$ cat config.mk
export PLATFORM = sky130hd
export DESIGN_NAME = tec_form_check
export DESIGN_NICKNAME = d
export VERILOG_FILES = /design/src/pkg/tec_pkg.sv /design/src/core/tec_form_check.sv
export SDC_FILE = /design/constraint.sdc
export NUM_CORES = 1
export LEC_CHECK = 0
export ABC_AREA = 0
export BUFFER_PORTS_ARGS = -buffer_cell sky130_fd_sc_hd__buf_2
export CAP_MARGIN = 20
export CORE_ASPECT_RATIO = 0.75
export CORE_UTILIZATION = 51
export DETAILED_ROUTE_END_ITERATION = 8
export PLACE_DENSITY_LB_ADDON = 0.15
export SYNTH_ARGS = -nofsm -noshare
export SYNTH_HDL_FRONTEND = slang
export SYNTH_SLANG_ARGS = --single-unit
$ cat constraint.sdc
create_clock -name vclk -period 8
set_input_delay 2 -clock vclk [all_inputs]
set_output_delay 2 -clock vclk [all_outputs]
set_load 0.05 [all_outputs]
$ cat src/pkg/tec_pkg.sv
// Purpose: Shared types and constants for the transaction-layer error checker
// Assumes: PCIe header fields already extracted by the receive stack
// Notes:   Header fields and verdicts travel as packed structs
package tec_pkg;

	// Format / type encodings (fmt[1:0], type[4:0])
	localparam logic [1:0] FMT_3DW_ND = 2'h0;
	localparam logic [1:0] FMT_4DW_ND = 2'h1;
	localparam logic [1:0] FMT_3DW_D  = 2'h2;
	localparam logic [1:0] FMT_4DW_D  = 2'h3;
	localparam logic [4:0] TYPE_MEM   = 5'h00;
	localparam logic [4:0] TYPE_MEMLK = 5'h01;
	localparam logic [4:0] TYPE_IO    = 5'h02;
	localparam logic [4:0] TYPE_CFG0  = 5'h04;
	localparam logic [4:0] TYPE_CFG1  = 5'h05;
	localparam logic [4:0] TYPE_CPL   = 5'h0A;
	localparam logic [4:0] TYPE_CPLLK = 5'h0B;
	localparam logic [2:0] TYPE_MSG_HI = 3'h6;

	// Message codes
	localparam logic [7:0] MSG_VDM0   = 8'h7E;
	localparam logic [7:0] MSG_VDM1   = 8'h7F;

	// Header sizes in doublewords, ECRC size
	localparam logic [10:0] HDR3_DW   = 11'h003;
	localparam logic [10:0] HDR4_DW   = 11'h004;
	localparam logic [10:0] ECRC_DW   = 11'h001;
	localparam logic [10:0] ONE_DW    = 11'h001;
	localparam logic [3:0]  LAST_BE_ZERO = 4'h0;

	// Reset value of recorded header
	localparam logic [127:0] HDR_RST  = 128'h0;

	typedef struct packed {
		logic [1:0]  fmt;
		logic [4:0]  typ;
		logic [2:0]  tc;
		logic [1:0]  attr;
		logic        td;
		logic        ep;
		logic [9:0]  length;
		logic [3:0]  last_be;
		logic [7:0]  msg_code;
	} tec_hdr_type;

	typedef struct packed {
		logic        valid;
		tec_hdr_type hdr;
		logic [127:0] raw_hdr;
		logic [10:0] actual_dw;
		logic        phy_dll_err;
		logic        ecrc_bad;
		logic        overflow;
		logic        unexp_cpl;
		logic        mc_blocked;
		logic        to_bridge;
		logic        from_link;
		logic        downstream;
		logic        on_secondary;
		logic        claimed;
	} tec_tlp_type;

	typedef struct packed {
		logic        cor;
		logic        uncor;
		logic        log_hdr;
		logic        nullify;
		logic        drop;
		logic        malformed;
		logic        unsupported;
		logic        ecrc_err;
		logic        unexp_err;
		logic        overflow_err;
		logic        mc_err;
		logic        fc_err;
	} tec_verdict_type;

	typedef enum logic [1:0] {
		TEC_CPL_NONE,
		TEC_CPL_CLAIMER,
		TEC_CPL_FUNC0
	} tec_cpl_src_type;

endpackage

$ cat src/core/tec_form_check.sv
// Purpose: Combinational ingress formation checks on one TLP header
// Assumes: Payload length in doublewords, length 0 meaning 1024
// Notes:   Result is a single malformed flag
`timescale 1ns/1ps
`default_nettype none

module tec_form_check (
	input  wire tec_pkg::tec_hdr_type hdr_i,
	input  wire logic [10:0]          actual_dw_i,
	input  wire logic [2:0]           mps_i,
	input  wire logic [7:0]           tc_vc_map_i,
	output logic                      malformed_o
);

	logic        has_data;
	logic        four_dw;
	logic [10:0] pay_dw;
	logic [10:0] mps_dw;
	logic [10:0] hdr_dw;
	logic        bad_type;
	logic        bad_size;
	logic        bad_len;
	logic        bad_ecrc_len;
	logic        bad_io_cfg;
	logic        bad_tc;
	logic        is_io_cfg;
	logic        is_msg;

	always_comb begin
		has_data  = hdr_i.fmt[1];
		four_dw   = hdr_i.fmt[0];
		pay_dw    = (hdr_i.length == 10'h000) ? 11'h400 : {1'b0, hdr_i.length};
		mps_dw    = 11'(11'h020 << mps_i);
		hdr_dw    = four_dw ? tec_pkg::HDR4_DW : tec_pkg::HDR3_DW;
		is_msg    = (hdr_i.typ[4:2] == tec_pkg::TYPE_MSG_HI);
		is_io_cfg = (hdr_i.typ == tec_pkg::TYPE_IO) || (hdr_i.typ == tec_pkg::TYPE_CFG0)
			|| (hdr_i.typ == tec_pkg::TYPE_CFG1);
		// Valid fmt/type pairs
		unique case (hdr_i.typ)
			tec_pkg::TYPE_MEM, tec_pkg::TYPE_MEMLK: bad_type = 1'b0;
			tec_pkg::TYPE_IO, tec_pkg::TYPE_CFG0, tec_pkg::TYPE_CFG1: bad_type = four_dw;
			tec_pkg::TYPE_CPL, tec_pkg::TYPE_CPLLK: bad_type = four_dw;
			default: bad_type = !(is_msg && four_dw);
		endcase
		if (hdr_i.typ == tec_pkg::TYPE_MEMLK && has_data) begin
			bad_type = 1'b1;
		end
		bad_size     = has_data && (pay_dw > mps_dw);
		bad_len      = has_data && (actual_dw_i - hdr_dw - (hdr_i.td ? tec_pkg::ECRC_DW
			: 11'h000) != pay_dw);
		bad_ecrc_len = hdr_i.td && (actual_dw_i != 11'(hdr_dw + (has_data ? pay_dw : 11'h000)
			+ tec_pkg::ECRC_DW));
		bad_io_cfg   = is_io_cfg && ((pay_dw != tec_pkg::ONE_DW) || (hdr_i.tc != 3'h0)
			|| (hdr_i.attr != 2'h0) || (hdr_i.last_be != tec_pkg::LAST_BE_ZERO));
		bad_tc       = !tc_vc_map_i[hdr_i.tc];
		malformed_o  = bad_type || bad_size || bad_len || bad_ecrc_len
			|| bad_io_cfg || bad_tc;
	end

endmodule

`default_nettype wire

Yosys cells after proc, flatten, opt, wreduce, memory -nomap -nowiden
Index checks and enable logic that the tools add are counted.
{"block": "op_classes", "add_sub_neg": 4, "order_cmp": 2, "n_eq_ne": 10, "shifts": 1, "n_mux": 8, "n_reduce_logical": 25}
{"operator": "2-to-1 mux 11 bit", "count": 2}
{"operator": "!= test 11 bit", "count": 2}
{"operator": "adder 11 x 1 -> 11 bit (second input constant)", "count": 1}
{"operator": "adder 3 x 11 -> 11 bit", "count": 1}
{"operator": "> comparator 11 bit", "count": 1}
{"operator": "!= test 11 x 1 -> 1 bit (second input constant)", "count": 1}
{"operator": "<< shifter 6 x 3 -> 11 bit (first input constant)", "count": 1}
{"operator": "subtractor 11 x 1 -> 11 bit", "count": 1}
{"operator": "subtractor 11 x 3 -> 11 bit", "count": 1}
{"operator": "== test 5 x 3 -> 1 bit (second input constant)", "count": 2}
{"operator": "== test 5 x 4 -> 1 bit (second input constant)", "count": 2}
{"operator": "logical NOT 10 bit", "count": 1}
{"operator": "logical OR 1 bit", "count": 10}
{"operator": "logical AND 1 bit", "count": 6}
{"operator": "== test 5 x 1 -> 1 bit (second input constant)", "count": 1}
{"operator": "== test 5 x 2 -> 1 bit (second input constant)", "count": 1}
{"operator": "logical NOT 5 bit", "count": 1}
{"operator": "OR reduction 5 bit", "count": 1}
{"operator": "less-than comparator 3 x 4 -> 1 bit (second input constant)", "count": 1}
{"operator": "nonzero test 4 bit", "count": 1}
{"operator": "binary-select mux 1 bit (select 3 bit)", "count": 1}
{"operator": "== test 3 bit (second input constant)", "count": 1}
{"operator": "2-to-1 mux 1 bit", "count": 3}
{"operator": "2-to-1 mux 3 bit", "count": 1}
{"operator": "5 further kinds", "count": 6}
{"block": "word_totals", "register_bits": 0, "input_bits": 58, "word_cells": 50}

Longest topological paths before layout
{"block": "logic_depth", "ltp_word": 10, "depth_mapped": 13, "depth_no_buf": 13}

Worst setup path after synthesis
No wires, ideal clock.
{"block": "synth_timing", "path_type": "input to output", "start": "input port hdr_i[34] (netlist name)", "end": "output port malformed_o", "arrival_ps": 5054, "required_time_ps": 6000, "setup_slack_ps": 946, "stages": 13, "n_path_buf": 0, "path_cell_list": "inv_1 > fa_1 > inv_1 > ha_1 > nor2_1 > fa_1 > a21boi_0 > or3_4 > nor3_4 > xnor2_1 > or4_1 > a221o_1 > a221o_1"}
{"block": "synth_via", "elab_chain_cells": 9, "elab_cells_between_ends": 18, "classes_between": "add/sub (4); eq/ne (2); mux (3); reduce/logical (9)"}
{"item": "from (decl)", "line": "tec_form_check.sv:8", "rtl": "input wire tec_pkg::tec_hdr_type hdr_i,"}
{"item": "2-to-1 mux 3 bit or logical AND 1 bit (tied branches)", "line": "tec_form_check.sv:34, tec_form_check.sv:43"}
{"item": "subtractor 11 x 3 -> 11 bit or logical NOT 1 bit (tied branches)", "line": "tec_form_check.sv:49, tec_form_check.sv:43"}
{"item": "subtractor 11 x 1 -> 11 bit or case mux 1 bit (2 select lines) (tied branches)", "line": "tec_form_check.sv:49, tec_form_check.sv:39"}
{"item": "!= test 11 bit or 2-to-1 mux 1 bit (tied branches)", "line": "tec_form_check.sv:50, tec_form_check.sv:45"}
{"item": "logical AND 1 bit or logical OR 1 bit (tied branches)", "line": "tec_form_check.sv:49, tec_form_check.sv:56"}
{"item": "logical OR 1 bit", "line": "tec_form_check.sv:56", "rtl": "malformed_o = bad_type || bad_size || bad_len || bad_ecrc_len"}
{"item": "logical OR 1 bit (*)", "line": "tec_form_check.sv:56"}
{"item": "logical OR 1 bit (*) (2 in a row)", "line": "tec_form_check.sv:57", "rtl": "|| bad_io_cfg || bad_tc;"}
{"item": "to (decl)", "line": "tec_form_check.sv:12", "rtl": "output logic malformed_o"}
Every way passes the cells marked *; elsewhere a longest branch is shown, timed or not.

Worst setup path in the final report
Same ends and word-level chain as after synthesis.

==> flow_summary.toml <==
[route]
drt_iter0_drc = 96
vias_per_cell = 5.80
drt-total-wl_mm = 3.64
drt-wirelength-per-cell_um = 14.2
drc_errors = 0
vias = 1491
dr.pass1.iters = 4
ant_nets = 0

[timing]
rsz0062_at_grt = "no"
whs_ps = 4500
hold_viol_final = 0
fin_crit_ps = 7620
setup_tns_ps = 0
fmax_ghz = 0.131
maxSlewHeadroom = 0.536
fin_crit_sh = 0.953
drv_slew = 0
worst_pin_slew_ps = 689
setup-violations-final = 0

[worst_setup_path]
setup.worst_path.class = "in2out"
crit_chain = "buf_2 > inv_1 > fa_1 > inv_1 > ha_1 > nor2_1 > fa_1 > a21boi_0 > or3_4 > nor3_4 > xnor2_1 > or4_1 > a221o_1 > a221o_1 > buf_2"
crit_cells = 15
cp_num_buf_inv = 4
crit_path_start = "hdr_i[34]"
cp-start-kind = "input pin"
cpLargestDelayFamily = "adder cells"
critPathRequiredTime_ps = 6000
cp-end-kind = "output pin"
crit_arrival_ps = 5620
critPathMaxFanout = 10
crit_slowest_cell = "fa_1"
max_stage_delay_ps = 510

[power]
internal-power_uw = 45.3
irDropWorstVdd_mv = 0.0266
power.density_nw_per_um2 = 60.0
pwr-share-comb = 1.000
swShare = 0.525
p_leak_uw = 0.000662
p_sw_uw = 50.1
p_clk_frac = 0
seqPwrFrac = 0

[layout]
num_antenna_cells = 0
final_cell_mix = "buf_2 (50), xnor2_1 (23), nor2_1 (17)"
regArea_um2 = 0
drive_above_1_share = 0.265
final_common_cell = "buf_2"
design.seq.count = 0
stdcell_area_um2 = 1590
synthToLayoutAreaGrowth_pct = 18.3
final_util = 0.662
fin_nets = 301
final_cells = 257
clkbuf_count = 0

[floorplanning]
die_y_um = 46.5
rows = 15
initial_core_util = 0.559
dieArea_um2 = 2850
coreArea_um2 = 2400
io_pins = 59
die_w_um = 61.3

[worst_hold_path]
holdCritPathClass = "in2out"
hold_start = "hdr_i[23]"
min_path_cells = 3
min_to = "malformed_o"

[synth]
yosys.area.top_type = "xnor2_1"
synthDistinctLibCells = 47
synth_compound_area_frac = 0.151
ys_seq_area_frac = 0
yosys-top-cells-area = "xnor2_1 (15%), ha_1 (14%), nor2_1 (4.7%)"
synth_top_family_by_area = "simple AND/OR/NAND/NOR gates"
yosys.area_share.adder = 0.184
synth_xor_area_frac = 0.196
syn_inst = 181
synthMuxAreaShare = 0.0726
synth_top_cell_area_share = 0.150
syn_area_um2 = 1340
synthSimpleGateAreaFrac = 0.340
ys_warn_count = 0
avgSynthCellArea_um2 = 7.42
synth_fp_nets = 257

[run_status]
run_status = "complete, no violations"

[global_routing]
grt-ovfl-total = 0
grt_max_degree = 17
grt_pass1_vias = 1362
track_usage = 0.264
antenna_found_initial = 0
grt_pass1_wl_mm = 5.71

[placement]
dpl.cell_count = 257
dpl-instance-area_um2 = 1590
place.gp.congestion = 0.902
io_buffers = 50
post-dp-hpwl_mm = 3.10

[clock_tree]
cts_hold_buf = 0
cts_resized = 0
post-cts-setup-buffers = 0

[run]
maxCapViolCount = 0
synthesized netlist by cell type, drive strengths merged, types with 2 or more instances:
master,number
mux2,2
nor4,5
nand3,5
fa,3
nand3b,4
nor2,17
nor4b,2
o211ai,2
nor3,3
nand4,4
xnor2,23
mux4,2
buf,3
mux2i,3
o21ai,8
a211oi,2
a221o,2
clkbuf,5
nand2,16
nor2b,2
ha,15
a21oi,6
xor2,7
or3,3
or4,6
nand2b,3
inv,8
o22ai,2
nor3b,4
power groups by stage:
stage          registers, uW  clock network, uW  logic [uW]
3_5_place_dp               0                  0        94.0
4_1_cts                    0                  0        94.8
2_1_floorplan              0                  0        63.0
5_1_grt                    0                  0         105
6_report                   0                  0        95.4
3_3_place_gp               0                  0        89.6
per-stage QoR:
step	power [uW]	setup WS, ps
after floorplan	63.0	946
after global placement	89.6	477
after detailed placement	94.0	392
after CTS	94.8	382
after global routing	105	181
final	95.4	379
layer usage:
metal	vias to the layer above	track usage	share of wire
met5	-	0	0
met3	0	0.00843	0.056
met4	0	0.0318	0
met2	61	0.485	0.48
met1	683	0.354	0.46
li1	747	-	-
how the worst max path moves through the flow:
stage | to | slack (ps)
floorplan | malformed_o | 950
global placement | malformed_o | 480
detailed placement | malformed_o | 390
CTS | malformed_o | 380
global route | malformed_o | 180
finish | malformed_o | 380
final cells by class:
cell class / instances / area [um2]
multi-input cells: 165 / 1270
fillers: 238 / 812
repair buffers: 50 / 250
well taps: 34 / 42.5
inverters: 8 / 30.0
tightest hold or removal path: cells and delay by family:
family,cells,cell delay [ps]
buf+inv,2,350
compound gates,1,140
cell families (layout without fill, tap and decap cells):
kind of cell,Yosys count,count (layout)
AO/OA/AOI/OAI,30,30
AND/OR/NAND/NOR,80,80
XOR/XNOR,30,30
buffers and inverters,16,58
adder cells (fa/ha/maj),18,18
multiplexers,7,7
(Power assumes the default switching activity.)
